**src/core/abr_bp_params.svh**
```systemverilog
`ifndef ABR_BP_PARAMS_SVH
`define ABR_BP_PARAMS_SVH

// ****************************************************************
// structure of the branch point
// ****************************************************************
`define ABR_NUM_BRANCH 4
`define ABR_PAYLOAD_W 16
`define ABR_FIFO_DEPTH 4
`define ABR_CNT_W 16
`define ABR_TIMER_W 16

// ****************************************************************
// values
// ****************************************************************
// explicit rate meaning "no restriction", start of every min search
`define ABR_ER_MAX 16'hFFFF
`define ABR_CNT_ZERO 16'h0000
`define ABR_TIMER_ZERO 16'h0000

// ****************************************************************
// timing
// ****************************************************************
`define ABR_CLK_MHZ 20
// silence before a branch is declared non-responding, in microseconds
`define ABR_IDLE_TIME_US 500
`define ABR_IDLE_CYCLES (`ABR_IDLE_TIME_US * `ABR_CLK_MHZ)

`endif

```
**src/core/abr_bp_pkg.sv**
```systemverilog
`include "abr_bp_params.svh"

package abr_bp_pkg;

  // ****************************************************************
  // cell kinds and cell layout
  // ****************************************************************
  typedef enum logic [1:0] {
    CELL_DATA = 2'h0,
    CELL_FRM = 2'h1,
    CELL_BRM = 2'h2,
    CELL_BRM_OOR = 2'h3
  } cell_kind_t;

  typedef struct packed {
    cell_kind_t kind;
    logic [`ABR_PAYLOAD_W-1:0] payload;
  } cell_t;

  // consolidation engine, one-hot
  typedef enum logic [1:0] {
    CS_COLLECT = 2'b01,
    CS_SEND = 2'b10
  } cons_state_t;

  // ****************************************************************
  // helpers
  // ****************************************************************
  function automatic logic is_back_rm(input cell_kind_t k);
    return (k == CELL_BRM) || (k == CELL_BRM_OOR);
  endfunction : is_back_rm

  function automatic logic [`ABR_PAYLOAD_W-1:0] min_er(input logic [`ABR_PAYLOAD_W-1:0] a,
                                                      input logic [`ABR_PAYLOAD_W-1:0] b);
    return (a < b) ? a : b;
  endfunction : min_er

  function automatic logic [`ABR_CNT_W-1:0] count_ones(input logic [`ABR_NUM_BRANCH-1:0] v);
    logic [`ABR_CNT_W-1:0] n;
    n = `ABR_CNT_ZERO;
    for (int i = 0; i < `ABR_NUM_BRANCH; i++) begin
      n = n + `ABR_CNT_W'(v[i]);
    end
    return n;
  endfunction : count_ones

endpackage : abr_bp_pkg

```
**src/core/cell_stream_if.sv**
```systemverilog
`timescale 1ns/1ps

// ****************************************************************
// valid/ready cell stream between the branch point and its buffer
// ****************************************************************
interface cell_stream_if #(
  parameter int WIDTH = 18
);
  logic valid;
  logic ready;
  logic [WIDTH-1:0] data;

  modport src (output valid, output data, input ready);
  modport snk (input valid, input data, output ready);
endinterface : cell_stream_if

```
**src/core/abr_branch_point.sv**
```systemverilog
// Function
// - forward RM out, backward RM carries feedback back
// - copy data and forward RM to every branch
// - merge backward RMs, one per round to root
// - silent branch may be flagged non-responding
// - consolidation may ignore non-responding branches
// - drops on non-responding branches excluded from loss
// - no user data passes from leaves to root
// - zero return rates allow only out-of-rate RMs
// - one return-path rate setting for all leaves
// - branches and leaves always accept cells
// - branch flows follow point-to-point conformance
// - optional virtual source/destination splits the loop
`timescale 1ns/1ps
`include "abr_bp_params.svh"

module abr_branch_point
  import abr_bp_pkg::*;
#(
  parameter int unsigned IDLE_CYCLES = `ABR_IDLE_CYCLES
) (
  // clock and reset
  input wire logic core_clk,
  input wire logic arst_n,
  // forward cells from the root
  input wire logic root_in_valid,
  output logic root_in_ready,
  input wire cell_kind_t root_in_kind,
  input wire logic [`ABR_PAYLOAD_W-1:0] root_in_payload,
  // replicated cells toward the leaves
  output logic [`ABR_NUM_BRANCH-1:0] leaf_out_valid,
  input wire logic [`ABR_NUM_BRANCH-1:0] leaf_out_ready,
  output cell_kind_t leaf_out_kind [`ABR_NUM_BRANCH],
  output logic [`ABR_PAYLOAD_W-1:0] leaf_out_payload [`ABR_NUM_BRANCH],
  // cells coming back from the leaves
  input wire logic [`ABR_NUM_BRANCH-1:0] leaf_in_valid,
  output logic [`ABR_NUM_BRANCH-1:0] leaf_in_ready,
  input wire cell_kind_t leaf_in_kind [`ABR_NUM_BRANCH],
  input wire logic [`ABR_PAYLOAD_W-1:0] leaf_in_payload [`ABR_NUM_BRANCH],
  // consolidated feedback toward the root
  output logic root_bk_valid,
  input wire logic root_bk_ready,
  output cell_kind_t root_bk_kind,
  output logic [`ABR_PAYLOAD_W-1:0] root_bk_payload,
  // configuration
  input wire logic cfg_vs_enable,
  input wire logic cfg_ret_zero_rate,
  // status
  output logic [`ABR_NUM_BRANCH-1:0] branch_nonresp,
  output logic [`ABR_CNT_W-1:0] loss_count,
  output logic [`ABR_CNT_W-1:0] nonresp_drop_count,
  output logic [`ABR_CNT_W-1:0] upstream_reject_count
);
  localparam int NB = `ABR_NUM_BRANCH;
  localparam int CELL_W = $bits(cell_t);
  localparam logic [`ABR_TIMER_W-1:0] IDLE_LAST = `ABR_TIMER_W'(IDLE_CYCLES - 1);

  // ****************************************************************
  // reset release
  // ****************************************************************
  logic rst_meta, rst_n;

  // assertion is immediate, release waits two edges
  always_ff @(posedge core_clk or negedge arst_n) begin
    if (!arst_n) begin
      rst_meta <= 1'b0;
      rst_n <= 1'b0;
    end else begin
      rst_meta <= 1'b1;
      rst_n <= rst_meta;
    end
  end

  // ****************************************************************
  // root-side buffer
  // ****************************************************************
  cell_stream_if #(.WIDTH(CELL_W)) fifo_in ();
  cell_stream_if #(.WIDTH(CELL_W)) fifo_out ();
  cell_t head;
  logic fire;

  assign fifo_in.valid = root_in_valid;
  assign fifo_in.data = {root_in_kind, root_in_payload};
  assign root_in_ready = fifo_in.ready;
  assign head = cell_t'(fifo_out.data);
  assign fifo_out.ready = fire;

  cell_fifo #(
    .WIDTH(CELL_W),
    .DEPTH(`ABR_FIFO_DEPTH)
  ) u_fifo (
    .clk(core_clk),
    .rst_n(rst_n),
    .push(fifo_in),
    .pop(fifo_out)
  );

  // ****************************************************************
  // replication toward the leaves
  // ****************************************************************
  cons_state_t state, next_state;
  logic [NB-1:0] slot_free, load, drop, next_leaf_out_valid;
  cell_kind_t next_leaf_out_kind [NB];
  logic [`ABR_PAYLOAD_W-1:0] next_leaf_out_payload [NB];
  logic turnaround, blocked;

  // a cell bound for the leaves leaves the buffer only when every live branch can take it;
  // a dead branch never stalls the tree, its copy is discarded instead
  always_comb begin
    slot_free = ~leaf_out_valid | leaf_out_ready;
    turnaround = cfg_vs_enable && fifo_out.valid && (head.kind == CELL_FRM);
    blocked = |(~branch_nonresp & ~slot_free);
    if (turnaround) begin
      fire = fifo_out.valid && (state == CS_COLLECT);
    end else begin
      fire = fifo_out.valid && !blocked;
    end
    load = '0;
    drop = '0;
    if (fire && !turnaround) begin
      load = slot_free;
      drop = ~slot_free;
    end
    for (int i = 0; i < NB; i++) begin
      // a copy stands until taken, as on a point-to-point link
      next_leaf_out_valid[i] = load[i] | (leaf_out_valid[i] & ~leaf_out_ready[i]);
      next_leaf_out_kind[i] = load[i] ? head.kind : leaf_out_kind[i];
      next_leaf_out_payload[i] = load[i] ? head.payload : leaf_out_payload[i];
    end
  end

  always_ff @(posedge core_clk or negedge rst_n) begin
    if (!rst_n) begin
      leaf_out_valid <= '0;
      for (int i = 0; i < NB; i++) begin
        leaf_out_kind[i] <= CELL_DATA;
        leaf_out_payload[i] <= '0;
      end
    end else begin
      leaf_out_valid <= next_leaf_out_valid;
      for (int i = 0; i < NB; i++) begin
        leaf_out_kind[i] <= next_leaf_out_kind[i];
        leaf_out_payload[i] <= next_leaf_out_payload[i];
      end
    end
  end

  // ****************************************************************
  // return path filter and idle timers
  // ****************************************************************
  logic [NB-1:0] rm_seen, accept, reject, next_branch_nonresp;
  logic [`ABR_TIMER_W-1:0] idle_timer [NB];
  logic [`ABR_TIMER_W-1:0] next_idle_timer [NB];
  logic [`ABR_PAYLOAD_W-1:0] new_min;

  // every leaf is judged against the same return-path setting
  always_comb begin
    new_min = `ABR_ER_MAX;
    for (int i = 0; i < NB; i++) begin
      rm_seen[i] = leaf_in_valid[i] && (leaf_in_kind[i] != CELL_DATA);
      accept[i] = leaf_in_valid[i] && is_back_rm(leaf_in_kind[i])
                  && !(cfg_ret_zero_rate && leaf_in_kind[i] == CELL_BRM);
      reject[i] = leaf_in_valid[i] && !accept[i];
      if (accept[i]) begin
        new_min = min_er(new_min, leaf_in_payload[i]);
      end
      // silence counts up; any RM-cell revives the branch
      if (rm_seen[i]) begin
        next_idle_timer[i] = `ABR_TIMER_ZERO;
        next_branch_nonresp[i] = 1'b0;
      end else if (idle_timer[i] == IDLE_LAST) begin
        next_idle_timer[i] = idle_timer[i];
        next_branch_nonresp[i] = 1'b1;
      end else begin
        next_idle_timer[i] = idle_timer[i] + 1'b1;
        next_branch_nonresp[i] = branch_nonresp[i];
      end
    end
  end

  // leaves are never back-pressured, so accept is held high after reset
  always_ff @(posedge core_clk or negedge rst_n) begin
    if (!rst_n) begin
      leaf_in_ready <= '0;
      branch_nonresp <= '0;
      for (int i = 0; i < NB; i++) begin
        idle_timer[i] <= `ABR_TIMER_ZERO;
      end
    end else begin
      leaf_in_ready <= '1;
      branch_nonresp <= next_branch_nonresp;
      for (int i = 0; i < NB; i++) begin
        idle_timer[i] <= next_idle_timer[i];
      end
    end
  end

  // ****************************************************************
  // feedback consolidation
  // ****************************************************************
  logic [NB-1:0] reported, next_reported;
  logic [`ABR_PAYLOAD_W-1:0] acc_er, next_acc_er, next_root_bk_payload;
  logic next_root_bk_valid, round_done;
  cell_kind_t next_root_bk_kind;

  // one backward RM-cell per round, whatever the number of leaves;
  // with the virtual destination on, the root's own forward RM-cell
  // paces the rounds instead and leaf feedback is only folded in
  always_comb begin
    next_state = state;
    next_reported = reported | accept;
    next_acc_er = min_er(acc_er, new_min);
    next_root_bk_kind = root_bk_kind;
    next_root_bk_payload = root_bk_payload;
    round_done = !cfg_vs_enable && (&(next_reported | branch_nonresp)) && (|next_reported);
    unique case (state)
      CS_COLLECT: begin
        if ((fire && turnaround) || round_done) begin
          next_state = CS_SEND;
          next_root_bk_payload = next_acc_er;
          next_root_bk_kind = cfg_ret_zero_rate ? CELL_BRM_OOR : CELL_BRM;
          next_reported = '0;
          next_acc_er = `ABR_ER_MAX;
        end
      end
      CS_SEND: begin
        if (root_bk_ready) begin
          next_state = CS_COLLECT;
        end
      end
    endcase
    next_root_bk_valid = (next_state == CS_SEND);
  end

  always_ff @(posedge core_clk or negedge rst_n) begin
    if (!rst_n) begin
      state <= CS_COLLECT;
      reported <= '0;
      acc_er <= `ABR_ER_MAX;
      root_bk_valid <= 1'b0;
      root_bk_kind <= CELL_BRM;
      root_bk_payload <= '0;
    end else begin
      state <= next_state;
      reported <= next_reported;
      acc_er <= next_acc_er;
      root_bk_valid <= next_root_bk_valid;
      root_bk_kind <= next_root_bk_kind;
      root_bk_payload <= next_root_bk_payload;
    end
  end

  // ****************************************************************
  // accounting
  // ****************************************************************
  logic [`ABR_CNT_W-1:0] next_loss_count, next_nonresp_drop_count, next_upstream_reject_count;

  // a root cell offered without room is lost; dead-branch copies go
  // to their own counter so they never weigh on the loss figure
  always_comb begin
    next_loss_count = loss_count + `ABR_CNT_W'(root_in_valid && !root_in_ready);
    next_nonresp_drop_count = nonresp_drop_count + count_ones(drop);
    next_upstream_reject_count = upstream_reject_count + count_ones(reject);
  end

  always_ff @(posedge core_clk or negedge rst_n) begin
    if (!rst_n) begin
      loss_count <= `ABR_CNT_ZERO;
      nonresp_drop_count <= `ABR_CNT_ZERO;
      upstream_reject_count <= `ABR_CNT_ZERO;
    end else begin
      loss_count <= next_loss_count;
      nonresp_drop_count <= next_nonresp_drop_count;
      upstream_reject_count <= next_upstream_reject_count;
    end
  end

  generate
    for (genvar g = 0; g < NB; g++) begin : g_chk

    end
  endgenerate
endmodule : abr_branch_point

```
**src/core/cell_fifo.sv**
```systemverilog
`timescale 1ns/1ps

// ****************************************************************
// small synchronous fifo, registered ready and valid
// ****************************************************************
module cell_fifo #(
  parameter int WIDTH = 18,
  parameter int DEPTH = 4
) (
  // clock and reset
  input wire logic clk,
  input wire logic rst_n,
  // streams
  cell_stream_if.snk push,
  cell_stream_if.src pop
);
  localparam int AW = (DEPTH > 1) ? $clog2(DEPTH) : 1;
  localparam int CW = $clog2(DEPTH + 1);

  logic [WIDTH-1:0] mem [DEPTH];
  logic [AW-1:0] wr_ptr, next_wr_ptr, rd_ptr, next_rd_ptr;
  logic [CW-1:0] count, next_count;
  logic in_ready, next_in_ready, out_valid, next_out_valid;
  logic do_push, do_pop;

  function automatic logic [AW-1:0] bump(input logic [AW-1:0] p);
    return (p == AW'(DEPTH - 1)) ? '0 : p + 1'b1;
  endfunction : bump

  // ready and valid are computed ahead so both leave a flop
  always_comb begin
    do_push = push.valid && in_ready;
    do_pop = pop.ready && out_valid;
    next_wr_ptr = do_push ? bump(wr_ptr) : wr_ptr;
    next_rd_ptr = do_pop ? bump(rd_ptr) : rd_ptr;
    next_count = count + CW'(do_push) - CW'(do_pop);
    next_in_ready = (next_count != CW'(DEPTH));
    next_out_valid = (next_count != '0);
  end

  always_ff @(posedge clk or negedge rst_n) begin
    if (!rst_n) begin
      wr_ptr <= '0;
      rd_ptr <= '0;
      count <= '0;
      in_ready <= 1'b0;
      out_valid <= 1'b0;
    end else begin
      wr_ptr <= next_wr_ptr;
      rd_ptr <= next_rd_ptr;
      count <= next_count;
      in_ready <= next_in_ready;
      out_valid <= next_out_valid;
    end
  end

  // storage has no reset; nothing reads a slot before it is written
  always_ff @(posedge clk) begin
    if (do_push) begin
      mem[wr_ptr] <= push.data;
    end
  end

  assign push.ready = in_ready;
  assign pop.valid = out_valid;
  assign pop.data = mem[rd_ptr];
endmodule : cell_fifo

```
**config.mk**
```make
export PLATFORM = sky130hd
export DESIGN_NAME = abr_branch_point
export DESIGN_NICKNAME = d
export VERILOG_FILES = /design/src/core/abr_bp_pkg.sv /design/src/core/cell_stream_if.sv /design/src/core/abr_branch_point.sv /design/src/core/cell_fifo.sv
export VERILOG_INCLUDE_DIRS = /design/src /design/src/core
export SDC_FILE = /design/constraint.sdc
export NUM_CORES = 1
export LEC_CHECK = 0
export BUFFER_PORTS_ARGS = -buffer_cell sky130_fd_sc_hd__buf_4
export CORE_ASPECT_RATIO = 1.75
export CORE_MARGIN = 3
export CORE_UTILIZATION = 48
export CTS_CLUSTER_DIAMETER = 30
export DETAILED_ROUTE_END_ITERATION = 8
export PLACE_DENSITY_LB_ADDON = 0.15
export SKIP_LAST_GASP = 1
export SLEW_MARGIN = 15
export SYNTH_ARGS = -nofsm -noshare
export SYNTH_HDL_FRONTEND = slang
export SYNTH_SLANG_ARGS = --single-unit
```
**constraint.sdc**
```tcl
create_clock -name core_clk -period 7.1 [get_ports core_clk]
set_input_delay 1.065 -clock core_clk [delete_from_list [all_inputs] [get_ports core_clk]]
set_output_delay 1.065 -clock core_clk [all_outputs]
set_load 0.1 [all_outputs]
```
==> impl_metrics.toml, run 1 <==
[sta]
finClkSkew_ns = 0.0163
layout_setup_ws_ns = -1.30
period_needed_ns = 8.40
worstMarginPinSlew_ns = 1.13
slew_viol_final = 0
fmax_mhz = 119
period_share_pct = 118
setup_viol = 32
slew_headroom_pct = 24.3
whs_ns = 0.279
rsz0062_at_grt = "yes"
hold_viol = 0

[setup_path]
critPathTopFamily = "simple AND/OR/NAND/NOR gates"
worst-path-buf-inv = 8
r2r_end = "nonresp_drop_count[14]"
crit_top_cell = "ha_4"
critical_path_arrival_ns = 8.84
slowest_stage = "or4b_4"
r2r_cells = 15
max_stage_delay_ns = 0.49
worst-path-max-fanout = 15
crit_type = "in2reg"
regToRegStartpoint = "u_fifo.rd_ptr[1]"
cp-end-kind = "flip-flop"
cp-start-kind = "primary input"
worstPathRequired_ns = 7.53
regToRegSetupSlack_ns = 2.74

[cts]
clkLatencyLatePin_ns = 0.53
cts_root_buf = "clkbuf_16"
cts_tree = "done"
htree_levels = 2
clock_sinks = 316
clock_path_buffers = 3
cts_made_buffers = 40
clk_pin_slew_worst_paths_ns = 0.06

[synthesis]
synth_adder_area_share_pct = 6.83
synth-edff-count = 72
ys_warn_count = 0
synth-seq-cells = 316
synthFlopType = "dfrtp_1"
yosys.area_share.xor_xnor_pct = 5.04
synthMuxAreaShare_pct = 12.4
synth_area_um2 = 15800
ys_async_sr_fraction_pct = 77.2
syn-instance-count = 1308
synth.avg_cell_area_um2 = 12.1
synth_simple_gate_area_share_pct = 12.6
synth_top_family_by_area = "simple AND/OR/NAND/NOR gates"
ys_seq_area_share_pct = 52.5
ys_types = 80
synth-compound-area-share_pct = 7.48

[detailed_routing]
drc = 0
dr_total_vias = 11800
postRouteAntennaNets = 0
drtIter0Drc = 495
wl_per_cell_um = 20.3
vias_per_cell = 5.59
wl_um = 42700
first_pass_iters = 5

[floorplanning]
fp.dieH_um = 246
start_util_pct = 48.9
fp.dieW_um = 143
ioPinCount = 256
core_area_um2 = 32300
die_area_um2 = 35200
num_rows = 87

[finish]
syn_to_final_growth_pct = 35.6
nets = 1863
mostFrequentLayoutCell = "buf_4"
num_antenna_cells = 0
drive_gt1_share_pct = 42.4
final_cell_mix = "buf_4 (341), dfrtp_1 (226), nor2_1 (92)"
final_core_util_pct = 66.3

[grt]
grt_pass1_wl_um = 66300
grt_pass1_vias = 12500
grt_max_degree = 136
antenna_found_initial = 0
grt_usage_pct = 24.0
gr-total-overflow = 0

[worst_hold_path]
hold_class = "reg2async"

[placement]
port_buffers = 254
dp_slack_ns = -2.19
dpl.hpwl_um = 31100
gp_congestion = 0.995

[flow_run]
maxCapViolCount = 0

[power_and_ir_drop]
cellLeakagePower_nw = 9.47
total_power_mw = 10.1
power.density_nw_per_um2 = 473
peakVddDrop_v = 0.000514

[run_status]
status = "finished with violations"
violations = "setup timing"
logic make-up (layout without fill, tap and decap cells):
logic type      Yosys count  count (layout)
buf+inv                 116             512
simple gates            382             383
mux                     140             140
compound gates          180             180
flops                   316             316
xor+xnor                 91              91
fa+ha+maj                82              82
other cells               1               3
area by class of cell:
cell class,count,area [um^2]
repair buffers,365,2960
inverters,75,284
fillers,2441,10900
clock buffers,46,1090
multi-input cells,879,7940
flip-flops and latches,316,8290
clock inverters,26,360
well taps,400,500
power by group:
part | leakage (nW) | total (mW) | switching [mW] | internal, mW
combinational | 5.07 | 5.18 | 3.67 | 1.51
clock | 0.692 | 2.16 | 0.816 | 1.35
sequential | 3.72 | 2.79 | 0.359 | 2.43
total | 9.47 | 10.1 | 4.85 | 5.28
worst max path at each step:
stage,from,to,slack (ns),cells past startpoint
finish,leaf_in_kind[6],acc_er[4],-1.30,38
detailed placement,leaf_in_kind[7],root_bk_payload[8],-2.19,39
floorplan,leaf_in_kind[6],root_bk_payload[10],-1.38,37
global route,leaf_in_kind[6],root_bk_payload[9],-1.53,38
CTS,leaf_in_kind[6],root_bk_payload[8],-1.18,40
global placement,leaf_in_kind[7],root_bk_payload[3],-1.97,40
layer usage:
layer	track usage, %	up-vias	share of wire (%)
met5	0	-	0
met4	10.0	0	4.5
met3	4.27	118	5.0
met2	44.2	353	54
met1	26.8	5887	37
li1	-	5424	-
worst register-to-register path, delay by kind of cell (launching register included):
kind | cells | cell delay (ns)
compound gates | 1 | 0.18
xor+xnor | 1 | 0.13
fa+ha+maj | 3 | 1.18
buf+inv | 1 | 0.07
flops | 1 | 0.95
mux | 1 | 0.51
simple gates | 8 | 1.22
flip-flops by register name, indices dropped and copies added, names as in the netlist, 2 cells and up:
signal and flops:
branch_nonresp 4, loss_count 16, acc_er 16, leaf_out_payload 64
u_fifo.count 3, root_bk_payload 16, leaf_out_valid 4, leaf_out_kind 8
state 2, u_fifo.rd_ptr 2, reported 4, u_fifo.wr_ptr 2
idle_timer 64, upstream_reject_count 16, nonresp_drop_count 16, u_fifo.mem 72
synth_stat cells (21+ instances only):
master,count,share of area (%)
nand2_1,70,1.7
ha_1,75,5.9
dfrtp_1,227,36
edfxtp_1,72,14
and3_1,28,1.1
mux2_2,89,6.3
a21oi_1,33,1.0
xor2_1,49,2.7
o21ai_1,33,1.0
o21ai_0,26,0.82
inv_1,74,1.8
or3_1,30,1.2
nor2_1,98,2.3
xnor2_1,42,2.3
nand4_1,30,1.2
nor2b_1,21,0.83
nand3_1,38,1.2
per-stage QoR:
stage               TNS (ns)  instance area, um^2  cells
CTS                   -36.39                21100   2100
global route          -47.24                21400   2107
floorplan             -42.80                16100   1310
detailed placement    -68.42                19000   2014
global placement      -62.06                19000   2014
finish                -40.18                21400   2107
repair_timing:
item / 4_1_cts / 5_1_grt
buffers inserted: 12 / 7
hold buffers: 0 / 0
gates resized for setup: 81 / 50
endpoints found under the setup margin: 32 / 32
gates cloned: 2 / 0
pin swaps: 35 / 41
No activity file was read; power rests on OpenSTA's default activity.
==> inputs of run 2 (changes only) <==
--- a/config.mk
+++ b/config.mk
@@ -9,7 +9,7 @@
 export BUFFER_PORTS_ARGS = -buffer_cell sky130_fd_sc_hd__buf_4
 export CORE_ASPECT_RATIO = 1.75
 export CORE_MARGIN = 3
-export CORE_UTILIZATION = 48
+export CORE_UTILIZATION = 52
 export CTS_CLUSTER_DIAMETER = 30
 export DETAILED_ROUTE_END_ITERATION = 8
 export PLACE_DENSITY_LB_ADDON = 0.15
==> constraint.sdc (replaced) <==
create_clock -name core_clk -period 7.2 [get_ports core_clk]
set_input_delay 1.08 -clock core_clk [delete_from_list [all_inputs] [get_ports core_clk]]
set_output_delay 1.08 -clock core_clk [all_outputs]
set_load 0.1 [all_outputs]
==> run 2 against run 1 <==
  * The flow still finishes with violations (setup timing)
  * Core utilization up 5.4 points
  * Power down 3.8%
  * Clock power down 10%
  * Wire length up 0.26%
  * Largest power group unchanged
  * Combinational power down 3%
  * Critical endpoint is now acc_er[15]
  * Register-to-register slack better by 0.12 ns
  * Sequential power about the same
  * First-iteration DRC count up 0.20%
  * Non-clock buffer count up 1
  * Sequential cell count unchanged
  * Sequential share of layout area up 0.37 points
==> impl_metrics.toml, run 2 (synthesis results as in run 1) <==
[detailed_routing]
route.met3.wl_um = 2330
first_pass_iters = 4
dr.max_layer_used = "met4"
vias_per_cell = 5.63
dr_total_vias = 11800
wl_met1_um = 15300
wl_per_cell_um = 20.5
wl_met2_um = 22700
postRouteAntennaNets = 0
drc = 0
drtIter0Drc = 496
wl_um = 42800

[sta]
finalSetupTns_ns = -35.89
period_share_pct = 116
slew_viol_final = 0
hold_viol = 0
rsz0062_at_grt = "yes"
setup_viol = 32
whs_ns = 0.314
layout_setup_ws_ns = -1.16
period_needed_ns = 8.36
fmax_mhz = 120
slew_headroom_pct = 31.0
finClkSkew_ns = 0.0275
worstMarginPinSlew_ns = 1.04

[cts]
cts_made_buffers = 40
clkLatencyLatePin_ns = 0.54
cts_root_buf = "clkbuf_16"
cts_tree = "done"
clk_pin_slew_worst_paths_ns = 0.06
clock_sinks = 316
clock_path_buffers = 3
htree_levels = 2

[finish]
drive_gt1_share_pct = 41.8
syn_to_final_growth_pct = 34.3
num_antenna_cells = 0
mostFrequentLayoutCell = "buf_4"
largest_reg_flops = 72
largest-register = "u_fifo.mem"
largestRegisters = "u_fifo.mem (72), idle_timer (64), leaf_out_payload (64)"
final_cell_mix = "buf_4 (338), dfrtp_1 (226), nor2_1 (92)"
nets = 1864

[setup_path]
crit_type = "in2reg"
cp-start-kind = "primary input"
critical_path_arrival_ns = 8.79
regToRegSetupSlack_ns = 2.86
worst-path-max-fanout = 15
worstPathRequired_ns = 7.64
crit_top_cell = "buf_12"
slowest_stage = "or3_4"
cp-end-kind = "flip-flop"
max_stage_delay_ns = 0.35

[grt]
grt_pass1_vias = 12500
grt_max_degree = 83
grt_pass1_wl_um = 66400
gr-total-overflow = 0
antenna_found_initial = 0
grt_usage_pct = 26.1

[placement]
gp_congestion = 0.867
dpl.hpwl_um = 30500
port_buffers = 254

[power_and_ir_drop]
peakVddDrop_v = 0.000593
power.density_nw_per_um2 = 459
power_frac_seq_pct = 28.3
clockPowerShare_pct = 19.9
p_sw_share_pct = 49.4
internal-power_mw = 4.93
switching_power_mw = 4.81
cellLeakagePower_nw = 9.44
power_frac_comb_pct = 51.8

[floorplanning]
num_rows = 83
fp.dieW_um = 138
fp.dieH_um = 237
die_area_um2 = 32600
ioPinCount = 256
core_area_um2 = 29600
start_util_pct = 53.4

[worst_hold_path]
hold_class = "in2async"

[flow_run]
maxCapViolCount = 0

[run_status]
violations = "setup timing"
status = "finished with violations"
run 2: changes by cell type in the layout (fill, tap and decap cells not counted), sizes merged:
cell / delta
clkbuf: -3
clkinvlp: -1
bufinv: -6
buf: -1
clkinv: +6
inv: +7
run 2: timing repair:
item	4_1_cts	5_1_grt
resized for setup	78	41
gates cloned	4	2
pin swaps	36	29
buffers inserted	9	9
endpoints found under the setup margin	32	32
hold buffers	0	0
endpoints found under the hold margin	0	0
run 2: cell type report:
type / instances / area (um^2)
clock buffers: 41 / 1010
clock inverters: 32 / 300
fillers: 2094 / 8380
inverters: 75 / 282
multi-input cells: 879 / 7850
flip-flops and latches: 316 / 8290
well taps: 382 / 478
repair buffers: 366 / 3000
run 2: metal layers:
layer	vias to the layer above	track usage (%)
met3	123	4.89
met5	-	0
met1	5851	28.8
li1	5450	-
met2	351	46.9
met4	0	13.4
run 2: path summary, 6_finish.rpt:
| kind | from | end | cells after the start |
|---|---|---|---|
| worst max-delay path | leaf_in_kind[6] | acc_er[15] | 42 |
| worst min-delay path | arst_n | rst_n | 1 |
| worst max register to register | u_fifo.rd_ptr[1] | nonresp_drop_count[12] | 15 |
| worst min register to register | rst_n | leaf_out_payload[60] | 0 |
| max in group asynchronous | rst_n | idle_timer[24] | 1 |
| min in group core_clk | rst_meta | rst_n | 0 |
run 2: metrics by stage:
| stage | total power [mW] | utilization (%) | worst slack [ns] | cells | area (um^2) |
|---|---|---|---|---|---|
| floorplan | 6.43 | - | -1.29 | 1310 | 16100 |
| global placement | 7.59 | 64.2 | -1.80 | 1998 | 19000 |
| finish | 9.75 | 71.7 | -1.16 | 2091 | 21200 |
| global route | 10.2 | 71.7 | -1.43 | 2091 | 21200 |
| detailed placement | 7.67 | 64.2 | -1.97 | 1998 | 19000 |
| CTS | 9.74 | 70.8 | -1.24 | 2084 | 20900 |
run 2: worst max-delay path: cells and delay by family:
family | cells | cell delay (ns)
compound gates | 13 | 2.35
fa+ha+maj | 4 | 1.00
buf+inv | 11 | 1.57
mux | 3 | 0.87
simple gates | 11 | 1.89
run 2: power by group through the flow:
stage | clock, mW | sequential [mW] | combinational, mW
2_1_floorplan | 0 | 5.00 | 1.43
4_1_cts | 1.98 | 2.75 | 5.00
6_report | 1.94 | 2.76 | 5.05
3_5_place_dp | 0 | 2.77 | 4.90
5_1_grt | 2.06 | 2.81 | 5.29
3_3_place_gp | 0 | 2.75 | 4.84
==> inputs of run 3 (changes only) <==
--- a/config.mk
+++ b/config.mk
@@ -10,9 +10,8 @@
 export CORE_ASPECT_RATIO = 1.75
 export CORE_MARGIN = 3
 export CORE_UTILIZATION = 52
-export CTS_CLUSTER_DIAMETER = 30
 export DETAILED_ROUTE_END_ITERATION = 8
-export PLACE_DENSITY_LB_ADDON = 0.15
+export PLACE_DENSITY_LB_ADDON = 0.3
 export SKIP_LAST_GASP = 1
 export SLEW_MARGIN = 15
 export SYNTH_ARGS = -nofsm -noshare
==> run 3 against run 2 <==
  * The flow still finishes with violations (setup timing)
  * Power is 4.4% lower
  * Core utilization is 1.2 points lower
  * Cell count is 0.86% lower
  * Sequential cell count stayed put
  * Clock power is 22% lower
  * Wire length is 3.0% lower
  * Critical path depth is 1 higher
  * Via count is 0.55% lower
  * Combinational power hardly changed
  * Register-to-register slack hardly changed
  * Critical path type unchanged
  * Highest routed layer unchanged
==> impl_metrics.toml, run 3 (synthesis results as in run 1) <==
[cts]
cts_made_buffers = 27
clk_pin_slew_worst_paths_ns = 0.07
cts_tree = "done"
htree_levels = 1
cts_root_buf = "clkbuf_16"
cts_hold_buf = 0
clkLatencyLatePin_ns = 0.54
clock_path_buffers = 3
clock_sinks = 316

[detailed_routing]
vias_per_cell = 5.65
drc = 0
dr_total_vias = 11700
drtIter0Drc = 634
postRouteAntennaNets = 0
wl_um = 41500
wl_per_cell_um = 20.0
first_pass_iters = 5

[setup_path]
worst-path-max-fanout = 8
crit_start = "leaf_in_kind[7]"
worstPathRequired_ns = 7.67
regToRegSetupSlack_ns = 2.87
r2r_cells = 15
critPathTopFamily = "simple AND/OR/NAND/NOR gates"
critical_path_arrival_ns = 8.78
crit_type = "in2reg"
path_depth = 43
max_stage_delay_ns = 0.50
slowest_stage = "or4b_4"
cp-end-kind = "flip-flop"
cp-start-kind = "primary input"
worst-path-buf-inv = 11
regToRegStartpoint = "u_fifo.rd_ptr[1]"
crit_top_cell = "buf_12"

[sta]
period_needed_ns = 8.31
setup_viol = 32
period_share_pct = 115
slew_viol_final = 0
worstMarginPinSlew_ns = 1.04
finClkSkew_ns = 0.0129
hold_viol = 0
rsz0062_at_grt = "yes"
fmax_mhz = 120
layout_setup_ws_ns = -1.11
slew_headroom_pct = 30.4

[finish]
syn_to_final_growth_pct = 32.0
final_cell_mix = "buf_4 (346), dfrtp_1 (226), nor2_1 (93)"
instances_no_fill = 2073
mostFrequentLayoutCell = "buf_4"
drive_gt1_share_pct = 41.0
fin_area_um2 = 20900
largest_reg_flops = 72
largest-register = "u_fifo.mem"
num-fill-cells = 2046
nets = 1856
largestRegisters = "u_fifo.mem (72), idle_timer (64), leaf_out_payload (64)"
num_antenna_cells = 0

[grt]
gr-total-overflow = 0
grt_pass1_wl_um = 64600
met3_usage_pct = 3.78
grt_max_degree = 81
grt_pass1_vias = 12400
antenna_found_initial = 0
grt_usage_pct = 25.1
use_met1_pct = 27.8
top_usage_layer = "met2"
grtUsageMet2_pct = 47.3

[placement]
dpl.hpwl_um = 30200
gp_congestion = 0.899
placed_cells = 2000
dp_slack_ns = -1.95
placed_area_um2 = 19000
port_buffers = 254

[power_and_ir_drop]
cellLeakagePower_nw = 9.24
peakVddDrop_v = 0.000557
power.density_nw_per_um2 = 447

[floorplanning]
ioPinCount = 256
fp.dieH_um = 237
fp.dieW_um = 138
start_util_pct = 53.4
core_area_um2 = 29600
die_area_um2 = 32600
num_rows = 83

[worst_hold_path]
hold_class = "in2async"

[flow_run]
maxCapViolCount = 0

[run_status]
violations = "setup timing"
status = "finished with violations"
[run 3: per-layer routing]
metal	up-vias	wire length, um
met5	-	0
met1	5850	15000
met4	0	1600
li1	5411	-
met2	354	22700
met3	95	2240
[run 3: stage by stage]
stage	utilization, %	power [mW]	hold WS (ns)	setup TNS [ns]
after floorplan	-	6.43	0.331	-40.08
after global placement	64.3	7.59	0.335	-56.82
after detailed placement	64.3	7.69	0.351	-60.59
after CTS	69.3	9.31	0.292	-30.14
after global routing	70.4	9.71	0.289	-41.69
final	70.4	9.31	0.312	-34.13
[run 3: final timing paths]
| check | to |
|---|---|
| max in group asynchronous | loss_count[4] |
| hold / removal | rst_n |
| hold reg to reg | rst_n |
| min in group core_clk | rst_n |
| setup reg to reg | nonresp_drop_count[14] |
| setup / recovery | root_bk_payload[2] |
[run 3: cell type report]
cell class                      count  area (um^2)  area share [%]
Clock buffer                       34          732            3.51
Clock inverter                     16          195           0.936
Inverter                           75          282            1.35
Multi-Input combinational cell    879         7870            37.8
Sequential cell                   316         8290            39.8
Tap cell                          382          478            2.29
Timing Repair Buffer              371         3000            14.4
[run 3: where the power goes]
| group | switching, mW | leakage (nW) | total, mW | internal (mW) |
|---|---|---|---|---|
| clock | 0.645 | 0.436 | 1.51 | 0.868 |
| combinational | 3.61 | 5.09 | 5.05 | 1.44 |
| sequential | 0.356 | 3.72 | 2.75 | 2.39 |
[run 3: timing repair]
item	4_1_cts	5_1_grt
pin swaps	41	47
setup endpoints to repair	32	32
gates cloned	2	1
hold endpoints to repair	0	0
resized for setup	79	43
buffers inserted	11	9
[run 3: worst register-to-register path: cells and delay by family, from the launching register on]
family | cells | cell delay (ns)
compound gates | 1 | 0.19
xor+xnor | 1 | 0.13
fa+ha+maj | 3 | 1.16
buf+inv | 1 | 0.06
flops | 1 | 0.95
mux | 1 | 0.50
simple gates | 8 | 1.22
